[config.mk]
export PLATFORM = sky130hd
export DESIGN_NAME = osc_ctrl
export DESIGN_NICKNAME = d
export VERILOG_FILES = /design/src/logic/osc_ctrl.v
export VERILOG_INCLUDE_DIRS = /design/src /design/src/shared
export SDC_FILE = /design/constraint.sdc
export NUM_CORES = 1
export LEC_CHECK = 0
export BUFFER_PORTS_ARGS = -buffer_cell sky130_fd_sc_hd__buf_4
export CAP_MARGIN = 20
export CORE_MARGIN = 2
export CORE_UTILIZATION = 54
export DETAILED_ROUTE_END_ITERATION = 7
export GPL_TIMING_DRIVEN = 0
export PLACE_DENSITY = 0.8
export RECOVER_POWER = 100
export SLEW_MARGIN = 15
export SYNTH_ARGS = -nofsm -noshare
export SYNTH_HDL_FRONTEND = slang
export SYNTH_SLANG_ARGS = --single-unit
export TNS_END_PERCENT = 30
[constraint.sdc]
create_clock -name clk_sys_in -period 2.1 [get_ports clk_sys_in]
set_input_delay 0.105 -clock clk_sys_in [delete_from_list [all_inputs] [get_ports clk_sys_in]]
set_output_delay 0.105 -clock clk_sys_in [all_outputs]
set_load 0.02 [all_outputs]
[src/shared/osc_defs.vh]
/*
 * Constants for the oscillator switch and trim control block: register
 * offsets, field positions, group codes, reset values and unlock bytes.
 * Assumes it is included by bare name from the design file.
 */
`ifndef OSC_DEFS_VH
`define OSC_DEFS_VH

// ----------------------------------------------------------------------
// Register byte offsets
// ----------------------------------------------------------------------
`define OSC_OFF_CONTROL    12'h000
`define OSC_OFF_TUNING     12'h004
`define OSC_OFF_TUNING_UP  12'h008
`define OSC_OFF_PRTRIM     12'h00C

// ----------------------------------------------------------------------
// Control register field positions
// ----------------------------------------------------------------------
`define OSC_CUR_HI         14
`define OSC_CUR_LO         12
`define OSC_NXT_HI         10
`define OSC_NXT_LO         8
`define OSC_FREEZE_BIT     7
`define OSC_LOCK_BIT       5
`define OSC_DITHER_BIT     4
`define OSC_FAIL_BIT       3
`define OSC_TSEQ_BIT       2
`define OSC_SWREQ_BIT      0

// ----------------------------------------------------------------------
// Clock group codes
// ----------------------------------------------------------------------
`define OSC_GRP_FRC        3'h0
`define OSC_GRP_FRC_PLL    3'h1
`define OSC_GRP_PRI        3'h2
`define OSC_GRP_PRI_PLL    3'h3

// ----------------------------------------------------------------------
// Unlock bytes
// ----------------------------------------------------------------------
`define OSC_UNLK_LO_1      8'h46
`define OSC_UNLK_LO_2      8'h57
`define OSC_UNLK_HI_1      8'h78
`define OSC_UNLK_HI_2      8'h9A

// ----------------------------------------------------------------------
// Reset values
// ----------------------------------------------------------------------
`define OSC_RST_TUNING     16'h0000
`define OSC_RST_PRTRIM     15'h0000

`endif

[src/logic/osc_ctrl.v]
/*
 * Oscillator switch and trim control: APB register slave, clock group
 * switch sequencer, PLL lock and clock fail status, configuration freeze
 * and fast RC trim selection (base, roll sequence or pseudo-random dither).
 * Assumes all inputs are synchronous to clk_sys_in and that the clock
 * multiplexer outside follows clk_sel_out.
 */
// Our own choices: the register addresses and the APB slave port.
// What this block does
// Read-only current group at bits 14-12
// Reset forces current group to fast RC
// Successful switch copies next into current group
// Monitor failure sets current group to RC
// Writable next group field at bits 10-8
// Freeze plus config bit blocks clock changes
// Freeze bit sticks until reset
// Lock status set, cleared by loss/switch/reset
// Lock reads zero unless PLL group selected
// Bit 4 enables pseudo-random dither
// Clock fail flag readable and software clearable
// Fail flag set on failure, cleared on switch
// Sequencer picks trim field by roll input
// Sequencer and dither off use base trim only
// Roll N selects sequence trim field N
// Trim is a signed step around centre
// Switch request set by software, cleared after switch
// Request cleared on redundant switch or failure
// Writable 15-bit pseudo-random trim value
// Unimplemented bits ignore writes, read zero
// Starting group from configuration bits when switching enabled
// Control byte writes need two unlock bytes first
// Decode switching and monitor configuration
// Keep old clock until new source ready
`timescale 1ns/100ps
`include "osc_defs.vh"

module osc_ctrl
(
   // Clock and reset
   input  wire        clk_sys_in,
   input  wire        sys_rst_in,
   // APB slave
   input  wire        psel_in,
   input  wire        penable_in,
   input  wire        pwrite_in,
   input  wire [11:0] paddr_in,
   input  wire [31:0] pwdata_in,
   input  wire [3:0]  pstrb_in,
   output wire        pready_out,
   output reg  [31:0] prdata_out,
   output wire        pslverr_out,
   // Configuration bits
   input  wire [1:0]  cfg_initial_group_in,
   input  wire [1:0]  switch_monitor_config_in,
   // Oscillator status
   input  wire        new_source_ready_in,
   input  wire        pll_lock_in,
   input  wire        clock_fail_in,
   input  wire [2:0]  roll_in,
   // Clock control
   output reg  [2:0]  clk_sel_out,
   output reg  [2:0]  target_group_out,
   output reg         source_start_out,
   output reg         clk_change_out,
   // Fast RC trim
   output reg  [3:0]  fast_rc_trim_out,
   output reg  [4:0]  trim_step_out
);

   // -------------------------------------------------------------------
   // Switch sequencer states
   // -------------------------------------------------------------------
   localparam [2:0] ST_IDLE   = 3'h1;
   localparam [2:0] ST_WAIT   = 3'h2;
   localparam [2:0] ST_CHANGE = 3'h4;

   // Unlock states
   localparam [1:0] UL_IDLE  = 2'h0;
   localparam [1:0] UL_FIRST = 2'h1;
   localparam [1:0] UL_ARMED = 2'h2;

   // -------------------------------------------------------------------
   // Functions
   // -------------------------------------------------------------------
   // Signed step, sign-extended: 0000 centre, 0111 max, 1000 min
   function [4:0] trim_step;
      input [3:0] t;
      begin
         trim_step = {t[3], t};
      end
   endfunction

   // Unlock sequence step for one byte lane
   function [1:0] unlock_next;
      input [1:0] st;
      input [7:0] d;
      input [7:0] k1;
      input [7:0] k2;
      begin
         if (st == UL_ARMED)
            unlock_next = UL_IDLE;
         else if (d == k1)
            unlock_next = UL_FIRST;
         else if ((st == UL_FIRST) && (d == k2))
            unlock_next = UL_ARMED;
         else
            unlock_next = UL_IDLE;
      end
   endfunction

   // -------------------------------------------------------------------
   // Registers
   // -------------------------------------------------------------------
   reg  [2:0]  cur_grp_ff;
   reg  [2:0]  nxt_grp_ff;
   reg         freeze_ff;
   reg         lock_ff;
   reg         dither_ff;
   reg         fail_ff;
   reg         tseq_ff;
   reg         swreq_ff;
   reg  [15:0] tuning_ff;
   reg  [15:0] tuning_up_ff;
   reg  [14:0] prtrim_ff;
   reg  [2:0]  state_ff;
   reg  [1:0]  ul_lo_ff;
   reg  [1:0]  ul_hi_ff;
   reg         boot_ff;

   reg  [2:0]  nxt_state;
   reg  [31:0] nxt_rdata;
   reg  [3:0]  sel_trim;

   // -------------------------------------------------------------------
   // Bus decode
   // -------------------------------------------------------------------
   wire setup_ph   = psel_in & ~penable_in;
   wire access_ph  = psel_in & penable_in;
   wire hit_ctrl   = (paddr_in == `OSC_OFF_CONTROL);
   wire hit_tun    = (paddr_in == `OSC_OFF_TUNING);
   wire hit_tun_up = (paddr_in == `OSC_OFF_TUNING_UP);
   wire hit_prt    = (paddr_in == `OSC_OFF_PRTRIM);
   wire mapped     = hit_ctrl | hit_tun | hit_tun_up | hit_prt;
   wire wr_go      = access_ph & pwrite_in & mapped;
   wire lo_byte_wr = access_ph & pwrite_in & hit_ctrl & (pstrb_in == 4'h1);
   wire hi_byte_wr = access_ph & pwrite_in & hit_ctrl & (pstrb_in == 4'h2);
   wire lo_commit  = lo_byte_wr & (ul_lo_ff == UL_ARMED);
   wire hi_commit  = hi_byte_wr & (ul_hi_ff == UL_ARMED);

   assign pready_out  = 1'b1;
   assign pslverr_out = access_ph & ~mapped;

   // -------------------------------------------------------------------
   // Configuration decode
   // -------------------------------------------------------------------
   wire sw_enabled  = ~switch_monitor_config_in[1];
   wire mon_enabled = (switch_monitor_config_in == 2'h0);
   wire frozen      = freeze_ff & switch_monitor_config_in[1];
   wire fail_event  = clock_fail_in & mon_enabled;

   // Sequencer decisions
   wire idle       = (state_ff == ST_IDLE);
   wire redundant  = idle & swreq_ff & ~boot_ff & (nxt_grp_ff == cur_grp_ff);
   wire bad_req    = idle & swreq_ff & ~boot_ff & (~sw_enabled | nxt_grp_ff[2]);
   wire start_sw   = idle & swreq_ff & ~boot_ff & ~redundant & ~bad_req & ~fail_event;
   wire pll_target = target_group_out[0];
   wire src_ready  = new_source_ready_in & (~pll_target | pll_lock_in);
   wire done_sw    = (state_ff == ST_CHANGE) & ~fail_event;

   // -------------------------------------------------------------------
   // Switch state machine
   // -------------------------------------------------------------------
   always @*
   begin
      nxt_state = state_ff;
      case (state_ff)
         ST_IDLE:
            if (start_sw)
               nxt_state = ST_WAIT;
         ST_WAIT:
            if (fail_event)
               nxt_state = ST_IDLE;
            else if (src_ready)
               nxt_state = ST_CHANGE;
         ST_CHANGE:
            nxt_state = ST_IDLE;
         default:
            nxt_state = ST_IDLE;
      endcase
   end

   always @(posedge clk_sys_in)
   begin
      if (sys_rst_in)
      begin
         state_ff         <= ST_IDLE;
         cur_grp_ff       <= `OSC_GRP_FRC;
         clk_sel_out      <= `OSC_GRP_FRC;
         target_group_out <= `OSC_GRP_FRC;
         source_start_out <= 1'b0;
         clk_change_out   <= 1'b0;
      end
      else
      begin
         state_ff       <= nxt_state;
         clk_change_out <= done_sw;
         if (start_sw)
         begin
            target_group_out <= nxt_grp_ff;
            source_start_out <= 1'b1;
         end
         else if (done_sw | fail_event)
            source_start_out <= 1'b0;
         if (fail_event)
         begin
            cur_grp_ff  <= `OSC_GRP_FRC;
            clk_sel_out <= `OSC_GRP_FRC;
         end
         else if (done_sw)
         begin
            cur_grp_ff  <= target_group_out;
            clk_sel_out <= target_group_out;
         end
      end
   end

   // -------------------------------------------------------------------
   // Control register
   // -------------------------------------------------------------------
   always @(posedge clk_sys_in)
   begin
      if (sys_rst_in)
      begin
         nxt_grp_ff <= `OSC_GRP_FRC;
         freeze_ff  <= 1'b0;
         lock_ff    <= 1'b0;
         dither_ff  <= 1'b0;
         fail_ff    <= 1'b0;
         tseq_ff    <= 1'b0;
         swreq_ff   <= 1'b0;
         ul_lo_ff   <= UL_IDLE;
         ul_hi_ff   <= UL_IDLE;
         boot_ff    <= 1'b1;
      end
      else
      begin
         boot_ff <= 1'b0;
         // Unlock trackers: any other transfer breaks the sequence
         if (lo_byte_wr)
            ul_lo_ff <= unlock_next(ul_lo_ff, pwdata_in[7:0],
                                    `OSC_UNLK_LO_1, `OSC_UNLK_LO_2);
         else if (access_ph)
            ul_lo_ff <= UL_IDLE;
         if (hi_byte_wr)
            ul_hi_ff <= unlock_next(ul_hi_ff, pwdata_in[15:8],
                                    `OSC_UNLK_HI_1, `OSC_UNLK_HI_2);
         else if (access_ph)
            ul_hi_ff <= UL_IDLE;

         // Starting group from configuration, switched in after reset when switching enabled
         if (boot_ff)
         begin
            nxt_grp_ff <= {1'b0, cfg_initial_group_in};
            swreq_ff   <= (cfg_initial_group_in != 2'h0);
         end
         else
         begin
            if (hi_commit & ~frozen)
               nxt_grp_ff <= pwdata_in[`OSC_NXT_HI:`OSC_NXT_LO];
            // Hardware clears take priority over a software set
            if (done_sw | redundant | bad_req | fail_event)
               swreq_ff <= 1'b0;
            else if (lo_commit & ~frozen)
               swreq_ff <= pwdata_in[`OSC_SWREQ_BIT];
         end

         if (lo_commit)
         begin
            if (pwdata_in[`OSC_FREEZE_BIT])
               freeze_ff <= 1'b1;
            dither_ff <= pwdata_in[`OSC_DITHER_BIT];
            if (~frozen)
               tseq_ff <= pwdata_in[`OSC_TSEQ_BIT];
         end

         // Fail flag: set wins over software clear and switch start
         if (fail_event)
            fail_ff <= 1'b1;
         else if (start_sw)
            fail_ff <= 1'b0;
         else if (lo_commit & ~pwdata_in[`OSC_FAIL_BIT])
            fail_ff <= 1'b0;

         // PLL lock status
         if (start_sw | ~pll_lock_in)
            lock_ff <= 1'b0;
         else if (pll_lock_in)
            lock_ff <= 1'b1;
      end
   end

   // -------------------------------------------------------------------
   // Tuning and pseudo-random trim registers
   // -------------------------------------------------------------------
   wire prt_fb = ~(prtrim_ff[14] ^ prtrim_ff[13]);    // Zero is not a lockup state
   always @(posedge clk_sys_in)
   begin
      if (sys_rst_in)
      begin
         tuning_ff    <= `OSC_RST_TUNING;
         tuning_up_ff <= `OSC_RST_TUNING;
         prtrim_ff    <= `OSC_RST_PRTRIM;
      end
      else
      begin
         if (wr_go & hit_tun & pstrb_in[0])
            tuning_ff[7:0] <= pwdata_in[7:0];
         if (wr_go & hit_tun & pstrb_in[1])
            tuning_ff[15:8] <= pwdata_in[15:8];
         if (wr_go & hit_tun_up & pstrb_in[0])
            tuning_up_ff[7:0] <= pwdata_in[7:0];
         if (wr_go & hit_tun_up & pstrb_in[1])
            tuning_up_ff[15:8] <= pwdata_in[15:8];
         // Software write wins over the dither step
         if (wr_go & hit_prt & (pstrb_in[1:0] != 2'h0))
         begin
            if (pstrb_in[0])
               prtrim_ff[7:0] <= pwdata_in[7:0];
            if (pstrb_in[1])
               prtrim_ff[14:8] <= pwdata_in[14:8];
         end
         else if (dither_ff)
            prtrim_ff <= {prtrim_ff[13:0], prt_fb};
      end
   end

   // -------------------------------------------------------------------
   // Trim selection
   // -------------------------------------------------------------------
   wire [31:0] seq_fields = {tuning_up_ff, tuning_ff};
   always @*
   begin
      sel_trim = tuning_ff[3:0];
      if (tseq_ff)
         sel_trim = seq_fields[{roll_in, 2'h0} +: 4];
   end

   always @(posedge clk_sys_in)
   begin
      if (sys_rst_in)
      begin
         fast_rc_trim_out <= 4'h0;
         trim_step_out    <= 5'h00;
      end
      else if (dither_ff)
      begin
         fast_rc_trim_out <= prtrim_ff[3:0];
         trim_step_out    <= trim_step(prtrim_ff[3:0]);
      end
      else
      begin
         fast_rc_trim_out <= sel_trim;
         trim_step_out    <= trim_step(sel_trim);
      end
   end

   // -------------------------------------------------------------------
   // Read data, captured in the setup phase
   // -------------------------------------------------------------------
   always @*
   begin
      nxt_rdata = 32'h0000_0000;
      if (hit_ctrl)
      begin
         nxt_rdata[`OSC_CUR_HI:`OSC_CUR_LO] = cur_grp_ff;
         nxt_rdata[`OSC_NXT_HI:`OSC_NXT_LO] = nxt_grp_ff;
         nxt_rdata[`OSC_FREEZE_BIT]         = freeze_ff;
         nxt_rdata[`OSC_LOCK_BIT]           = lock_ff & cur_grp_ff[0];
         nxt_rdata[`OSC_DITHER_BIT]         = dither_ff;
         nxt_rdata[`OSC_FAIL_BIT]           = fail_ff;
         nxt_rdata[`OSC_TSEQ_BIT]           = tseq_ff;
         nxt_rdata[`OSC_SWREQ_BIT]          = swreq_ff;
      end
      else if (hit_tun)
         nxt_rdata[15:0] = tuning_ff;
      else if (hit_tun_up)
         nxt_rdata[15:0] = tuning_up_ff;
      else if (hit_prt)
         nxt_rdata[14:0] = prtrim_ff;
   end

   always @(posedge clk_sys_in)
   begin
      if (sys_rst_in)
         prdata_out <= 32'h0000_0000;
      else if (setup_ph)
         prdata_out <= nxt_rdata;
   end

endmodule // osc_ctrl

==> results of run 1 <==
## worst max-delay path: stages (launching register included)
cell      delay, ns
dfxtp_1        0.44
clkbuf_1       0.61
clkbuf_1       0.40
a21oi_1        0.08
a221oi_1       0.27
## final cells by class
cell class / count / area share (%)
multi-input cells: 362 / 46.4
well taps: 108 / 2.42
clock buffers: 9 / 2.22
plain buffers: 54 / 5.55
inverters: 10 / 0.672
flip-flops and latches: 92 / 33.0
repair buffers: 81 / 8.64
clock inverters: 7 / 1.14
## per-layer routing
| metal | wire length [um] | GRT usage, % | part of all wire (%) | vias up |
|---|---|---|---|---|
| met4 | 532 | 12.5 | 3.7 | 0 |
| met1 | 5600 | 38.1 | 39 | 2114 |
| met5 | 0 | 0 | 0 | - |
| met2 | 6770 | 49.7 | 47 | 246 |
| met3 | 1440 | 6.40 | 10 | 40 |
| li1 | - | - | - | 2008 |
## final timing paths
path	slack [ns]	cells after the start	start	end
worst max-delay path	0.21	4	dither_ff$_SDFFE_PP0P_	fast_rc_trim_out[2]$_SDFF_PP0_
worst min-delay path	-0.002	3	pwdata_in[5]	tuning_ff[5]$_SDFFE_PP0P_
worst max register to register	0.21	4	dither_ff$_SDFFE_PP0P_	fast_rc_trim_out[2]$_SDFF_PP0_
worst min register to register	0.46	2	prdata_out[8]$_SDFFE_PP0P_	prdata_out[8]$_SDFFE_PP0P_
## placed cells by master, fill, tap and decap left out, types with 3 or more instances in the layout
| cell | n |
|---|---|
| nor4_4 | 3 |
| inv_1 | 10 |
| a21oi_1 | 38 |
| or2_2 | 3 |
| a211oi_1 | 17 |
| a22oi_1 | 15 |
| dlygate4sd3_1 | 4 |
| nand2b_1 | 3 |
| nand4_1 | 6 |
| inv_6 | 3 |
| nor2_1 | 53 |
| clkinv_4 | 3 |
| buf_2 | 7 |
| a221oi_1 | 4 |
| clkbuf_8 | 9 |
| a2bb2oi_1 | 8 |
| nand3_1 | 5 |
| a22o_1 | 14 |
| nand2_1 | 38 |
| mux2i_1 | 53 |
| nor3b_1 | 6 |
| dfxtp_1 | 92 |
| nor2b_1 | 11 |
| clkbuf_1 | 57 |
| nor3_1 | 7 |
| mux2_2 | 18 |
| and3_1 | 3 |
| buf_4 | 63 |
| conb_1 | 17 |
| mux4_2 | 9 |
## where the power goes
part	switching, mW	internal (mW)
logic	0.197	0.129
registers	0.00868	1.75
clock network	0.710	0.458
## logic make-up (layout without fill, tap and decap cells)
logic type             count (synthesis)  in the layout
multiplexers                          80             80
other                                  2             17
buffers and inverters                 64            161
AND/OR/NAND/NOR                      155            155
AO/OA/AOI/OAI                        107            107
XOR/XNOR                               3              3
flip-flops                            92             92
## per-stage QoR
stage	cells	power [mW]	utilization, %	cell area (um^2)
floorplan	518	1.97	-	4800
global placement	703	2.11	63.8	5510
detailed placement	703	2.12	63.8	5510
CTS	723	3.26	66.5	5740
global route	723	3.37	64.7	5590
finish	723	3.25	64.7	5590
## registers in the layout, indices dropped and copies added, names as in the netlist
| signal | cells |
|---|---|
| nxt_grp_ff | 3 |
| ul_lo_ff | 2 |
| fail_ff | 1 |
| prtrim_ff | 15 |
| prdata_out | 16 |
| swreq_ff | 1 |
| boot_ff | 1 |
| source_start_out | 1 |
| trim_step_out | 1 |
| lock_ff | 1 |
| freeze_ff | 1 |
| ul_hi_ff | 2 |
| dither_ff | 1 |
| state_ff | 3 |
| fast_rc_trim_out | 3 |
| tuning_ff | 16 |
| clk_change_out | 1 |
| tuning_up_ff | 16 |
| tseq_ff | 1 |
| target_group_out | 3 |
| cur_grp_ff | 3 |
## timing repair
action,in CTS,in global routing
setup endpoints to repair,0,0
endpoints found under the hold margin,4,0
hold buffers,4,0
buffers inserted,0,0
==> results.cfg, run 1 <==
[status]
outcome = complete, but fails checks
violations = hold timing

[setup_path]
critPathKind = register to register
arrival_ns = 2.17
required_ns = 2.38
critPathMaxFanout = 10
end_kind = register
cp-start-kind = register

[cts]
clockBufferDepth = 2
cts_resized = 0
numCtsBuffers = 9
clk_pin_slew_ns = 0.10
clk-insertion-delay-late_ns = 0.37
cts_tree = built
clock-root-buffer = clkbuf_8
h-tree-depth = 3
cts_sinks = 92

[sta]
slew_viol_final = 0
fin_crit_sh_pct = 90.2
period_minus_slack_ns = 1.89
layout_setup_ws_ns = 0.205
rsz0062_at_grt = false
max_freq_mhz = 528
finalHoldViolCount = 1
setup_tns_ns = 0
worst_pin_slew_ns = 0.792
hold_ws_ns = -0.00166
max-slew-margin-rel_pct = 47.2
finalSetupViolCount = 0
clock_skew_ns = 0.0114

[floorplanning]
die_y_um = 97.7
design.die.area_mm2 = 0.00955
start_util_pct = 54.9
die_w_um = 97.7
ioPinCount = 114
row_count = 34
core_mm2 = 0.00864

[routing]
drc_errors = 0
drt_pass1_iterations = 5
ant_nets = 0
wire_per_inst_um = 19.8
vias_per_cell = 6.10
drt_iter0_drc = 424
drt_wl_total_um = 14300
num_vias = 4408

[finish]
fillers = 781
multi_input_area_mm2 = 0.00259
post_route_cells_drive_above_1_share_pct = 21.1
regArea_mm2 = 0.00184
num_antenna_cells = 0
final_nets = 673
syn2layout_area_growth_pct = 17.8

[pwr]
leakage_nw = 2.26
ir_drop_uv = 301
power.density_mw_per_mm2 = 582

[placed_design]
gp_congestion = 0.991
dp_hpwl_um = 10700
pre_cts_slack_ns = 0.177
io_buffer_count = 77

[synth]
synth_top_area_cell = dfxtp_1
yosys.area_share.simple_pct = 17.6
synth_xor_area_share_pct = 0.554
synth_top_area_share_pct = 38.8
synthTopCellsByCount = dfxtp_1, mux2i_1, nor2_1
synth_compound_area_share_pct = 15.5
ys.flop_type = dfxtp_1
synth_fa_ha_area_share_pct = 0
ys_top_cells_by_area = dfxtp_1, mux2i_1, mux2_2, mux4_2, nor2_1
netlist_area_mm2 = 0.00474
synth.most_common_cell = dfxtp_1
ys_ff_latch = 92
avgSynthCellArea_um2 = 9.43
yosysSeqAreaShare_pct = 38.8
ys_types = 49
ys_warn_count = 0
synth-edff-count = 0
netlist_instances = 503
async_flop_share_pct = 0
synth_mux_area_share_pct = 19.7
synth_top_family_by_area = multiplexers

[grt]
grt-ovfl-total = 0
grt_max_degree = 19
grt_antenna_before_repair = 0
grt_usage_pct = 30.0
grt_pass1_wl_um = 22500
grt_pass1_vias = 4208

[worst_hold_path]
worstHoldPathType = input pin to register

[run]
maxCapViolCount = 0
Power figures use the tool's default switching activity.
==> run 2: changes to the inputs <==
--- a/config.mk
+++ b/config.mk
@@ -7,11 +7,10 @@
 export NUM_CORES = 1
 export LEC_CHECK = 0
 export BUFFER_PORTS_ARGS = -buffer_cell sky130_fd_sc_hd__buf_4
-export CAP_MARGIN = 20
 export CORE_MARGIN = 2
 export CORE_UTILIZATION = 54
 export DETAILED_ROUTE_END_ITERATION = 7
-export GPL_TIMING_DRIVEN = 0
+export GPL_TIMING_DRIVEN = 1
 export PLACE_DENSITY = 0.8
 export RECOVER_POWER = 100
 export SLEW_MARGIN = 15
==> results.cfg, run 2 (synthesis results as in run 1) <==
[setup_path]
ff2ff_path_depth = 5
arrival_ns = 2.18
cp_slowest_stage_delay_ns = 0.69
required_ns = 2.35
crit_slowest_cell = nor4_1
critPathMaxFanout = 5
critPathMostFrequentCell = nor4_1
cp-start-kind = input pin
critPathKind = input pin to register
cp_cell_sequence = clkbuf_4 > nor4_1 > nand4_1 > nor4_1 > mux2i_1 > nor2_1
cp_num_buf_inv = 1
end_kind = register
cp.depth = 6
crit_family = simple AND/OR/NAND/NOR gates

[placed_design]
dp_hpwl_um = 9250
io_buffer_count = 80
dp_cells = 667
place_area_mm2 = 0.00533
pre_cts_slack_ns = 0.227
gp_congestion = 0.912

[grt]
grt_max_degree = 86
grt_usage_pct = 26.7
grt-ovfl-total = 0
grt_pass1_vias = 3853
grt_antenna_before_repair = 0
grt_pass1_wl_um = 20100

[worst_hold_path]
hold_depth = 3
worstHoldPathType = input pin to register

[floorplanning]
die_y_um = 97.7
row_count = 34
start_util_pct = 54.9
die_w_um = 97.7
core_mm2 = 0.00864
design.die.area_mm2 = 0.00955
ioPinCount = 114

[cts]
h-tree-depth = 3
clk-insertion-delay-late_ns = 0.38
cts_setup_buffers = 0
numCtsBuffers = 9
cts_resized = 0
cts_hold_buf = 8
clk_pin_slew_ns = 0.11
cts_tree = built
clock-root-buffer = clkbuf_8
cts_sinks = 92
clockBufferDepth = 2

[sta]
max-slew-margin-rel_pct = 41.3
max_freq_mhz = 517
slew_viol_final = 0
finalSetupViolCount = 0
clock_skew_ns = 0.0118
fin_crit_sh_pct = 92.0
finalHoldViolCount = 0
worst_pin_slew_ns = 0.881
setup_tns_ns = 0
hold_ws_ns = 0.0100
layout_setup_ws_ns = 0.167
period_minus_slack_ns = 1.93
rsz0062_at_grt = false

[finish]
postLayoutCellArea_mm2 = 0.00542
multi_input_area_mm2 = 0.00256
fillers = 765
syn2layout_area_growth_pct = 14.3
regArea_mm2 = 0.00184
mostFrequentLayoutCell = dfxtp_1
top_regs = prdata_out (16), tuning_ff (16), tuning_up_ff (16)
post_route_cells_drive_above_1_share_pct = 19.2
final_nets = 641
final_cell_mix = dfxtp_1, buf_4, nor2_1, mux2i_1
final_util_pct = 62.8
stdcell_count = 691
num_antenna_cells = 0

[pwr]
ir_drop_uv = 500
power_mw = 3.26
leakage_nw = 2.18
power.density_mw_per_mm2 = 601

[run]
maxCapViolCount = 0

[routing]
drc_errors = 0
vias_per_cell = 6.10
wire_per_inst_um = 18.6
drt_wl_total_um = 12900
num_vias = 4213
drt_pass1_iterations = 4
ant_nets = 0
drt_iter0_drc = 268

[status]
outcome = complete, no violations
## run 2: changes by cell type in the layout (fill, tap and decap cells not counted), sizes merged
cell,before,now
dlygate4sd3,4,8
clkinv,3,1
buf,73,56
inv,14,16
clkbuf,67,48
## run 2: final cells by class
type	count	area share [%]
tap	108	2.49
clock buffer	9	2.28
multi-input combinational	362	47.2
clock inverter	7	1.31
sequential	92	34.0
timing repair buffer	103	12.0
inverter	10	0.692
## run 2: worst paths after layout
path,endpoint,from,slack (ns)
worst max-delay path,dither_ff$_SDFFE_PP0P_,paddr_in[9],0.17
worst max register to register,target_group_out[1]$_SDFFE_PP0P_,state_ff[0]$_SDFFE_PP1P_,0.29
worst min-delay path,nxt_grp_ff[1]$_SDFFE_PP0P_,cfg_initial_group_in[1],0.01
worst min register to register,prdata_out[14]$_SDFFE_PP0P_,prdata_out[14]$_SDFFE_PP0P_,0.46
## run 2: power by group
| group | total [mW] | internal (mW) | switching, mW |
|---|---|---|---|
| sequential | 1.76 | 1.75 | 0.00836 |
| combinational | 0.291 | 0.114 | 0.177 |
| clock | 1.21 | 0.474 | 0.734 |
## run 2: layer usage
layer | share of wire [%] | vias to the layer above | track usage, %
li1 | - | 1938 | -
met1 | 40 | 2046 | 34.7
met2 | 49 | 202 | 43.2
met3 | 7.8 | 27 | 5.32
met4 | 3.0 | 0 | 12.0
met5 | 0 | - | 0
## run 2: worst min-delay path: cells and delay by family
family,cells,cell delay [ns]
simple gates,1,0.08
compound gates,1,0.05
buf+inv,1,0.11
==> run 3: changes to the inputs <==
==> constraint.sdc (replaced) <==
create_clock -name clk_sys_in -period 1.8 [get_ports clk_sys_in]
set_input_delay 0.09 -clock clk_sys_in [delete_from_list [all_inputs] [get_ports clk_sys_in]]
set_output_delay 0.09 -clock clk_sys_in [all_outputs]
set_load 0.02 [all_outputs]
==> results.cfg, run 3 (synthesis results as in run 1) <==
[status]
outcome = complete, no violations

[floorplanning]
core_mm2 = 0.00864
start_util_pct = 54.9
ioPinCount = 114
row_count = 34
die_y_um = 97.7
die_w_um = 97.7
design.die.area_mm2 = 0.00955

[pwr]
power.density_mw_per_mm2 = 684
power_mw = 3.79
ir_drop_uv = 416
leakage_nw = 2.22

[cts]
numCtsBuffers = 9
cts_sinks = 92
clock-root-buffer = clkbuf_8
clockBufferDepth = 2
h-tree-depth = 3
clk-insertion-delay-late_ns = 0.38
cts_tree = built
clk_pin_slew_ns = 0.10

[setup_path]
cp_cell_sequence = clkbuf_4 > nor4_1 > and4_1 > buf_12 > and3_1 > clkbuf_2 > mux2i_1 > nor2_1
crit_slowest_cell = nor4_1
end_kind = register
critPathMaxFanout = 10
required_ns = 2.04
cp-start-kind = input pin
crit_family = simple AND/OR/NAND/NOR gates
critPathKind = input pin to register
cp_num_buf_inv = 3
arrival_ns = 1.88
cp_slowest_stage_delay_ns = 0.48

[sta]
finalHoldViolCount = 0
clock_skew_ns = 0.00925
max_freq_mhz = 609
period_minus_slack_ns = 1.64
slew_viol_final = 0
rsz0062_at_grt = false
setup_tns_ns = 0
fin_crit_sh_pct = 91.2
max-slew-margin-rel_pct = 41.6
finalSetupViolCount = 0
worst_pin_slew_ns = 0.877

[finish]
post_route_cells_drive_above_1_share_pct = 20.2
final_cell_mix = dfxtp_1, buf_4, nor2_1, mux2i_1
num_antenna_cells = 0
final_nets = 647
syn2layout_area_growth_pct = 16.6
top_regs = prdata_out (16), tuning_ff (16), tuning_up_ff (16)
postLayoutCellArea_mm2 = 0.00553
mostFrequentLayoutCell = dfxtp_1

[placed_design]
gp_congestion = 0.883
place_area_mm2 = 0.00542
dp_hpwl_um = 9080
io_buffer_count = 80

[routing]
drt_iter0_drc = 277
ant_nets = 0
vias_per_cell = 5.97
drt_pass1_iterations = 5
num_vias = 4160
drc_errors = 0
drt_wl_total_um = 12600
wire_per_inst_um = 18.0

[grt]
grt-ovfl-total = 0
grt_max_degree = 86
grt_antenna_before_repair = 0
grt_pass1_vias = 3903
grt_pass1_wl_um = 19900
grt_usage_pct = 26.2

[worst_hold_path]
worstHoldPathType = input pin to register

[run]
maxCapViolCount = 0
-- run 3: cell count changes in the layout (fill, tap and decap cells not counted), moves of 2 or more --
cell           previous run  this run
nand3_2                   0         3
buf_12                    0         4
dlygate4sd3_1             8        10
clkinv_4                  1         3
nand3_1                   7         4
-- run 3: worst paths after layout --
kind / from / endpoint / slack [ns] / cells after the start
min reg2reg: prdata_out[8]$_SDFFE_PP0P_ / prdata_out[8]$_SDFFE_PP0P_ / 0.46 / 2
min: pwdata_in[13] / tuning_up_ff[13]$_SDFFE_PP0P_ / 0.0008 / 3
max: paddr_in[9] / tuning_up_ff[15]$_SDFFE_PP0P_ / 0.16 / 8
max reg2reg: nxt_grp_ff[1]$_SDFFE_PP0P_ / target_group_out[1]$_SDFFE_PP0P_ / 0.23 / 6
-- run 3: cell type report --
type,instances,area (um^2)
Timing Repair Buffer,109,756
Inverter,10,37.5
Fill cell,756,3100
Tap cell,108,135
Multi-Input combinational cell,362,2570
Clock buffer,9,124
Clock inverter,7,68.8
Sequential cell,92,1840
-- run 3: worst min-delay path: cells and delay by family --
family	cells	cell delay, ns
buf+inv	1	0.11
mux	1	0.07
simple gates	1	0.07
-- run 3: timing repair --
action	4_1_cts	5_1_grt
hold buffers	10	0
setup endpoints to repair	0	1
setup buffers	0	0
gates resized for setup	0	1
hold endpoints to repair	15	0
-- run 3: per-stage QoR --
| stage | util (%) | hold WS (ns) | cells | setup slack [ns] |
|---|---|---|---|---|
| 2_1_floorplan | - | 0.118 | 518 | 0.226 |
| 3_3_place_gp | 62.7 | 0.354 | 671 | 0.130 |
| 3_5_place_dp | 62.7 | 0.361 | 671 | 0.0660 |
| 4_1_cts | 66.1 | 0.00403 | 697 | 0.216 |
| 5_1_grt | 64.1 | 0.00373 | 697 | 0.0295 |
| 6_report | 64.1 | 0.000818 | 697 | 0.159 |
-- run 3: per-layer routing --
metal / vias up / track usage (%) / routed length (um)
met3: 25 / 4.24 / 732
met1: 2006 / 34.2 / 5370
met5: - / 0 / 0
met2: 176 / 43.7 / 6150
met4: 0 / 10.5 / 320
li1: 1953 / - / -
-- run 3: where the power goes --
group / leakage (nW) / total, mW / switching (mW) / internal [mW]
clock network: 0.0997 / 1.39 / 0.844 / 0.543
logic: 1.38 / 0.345 / 0.205 / 0.140
registers: 0.742 / 2.05 / 0.0102 / 2.04
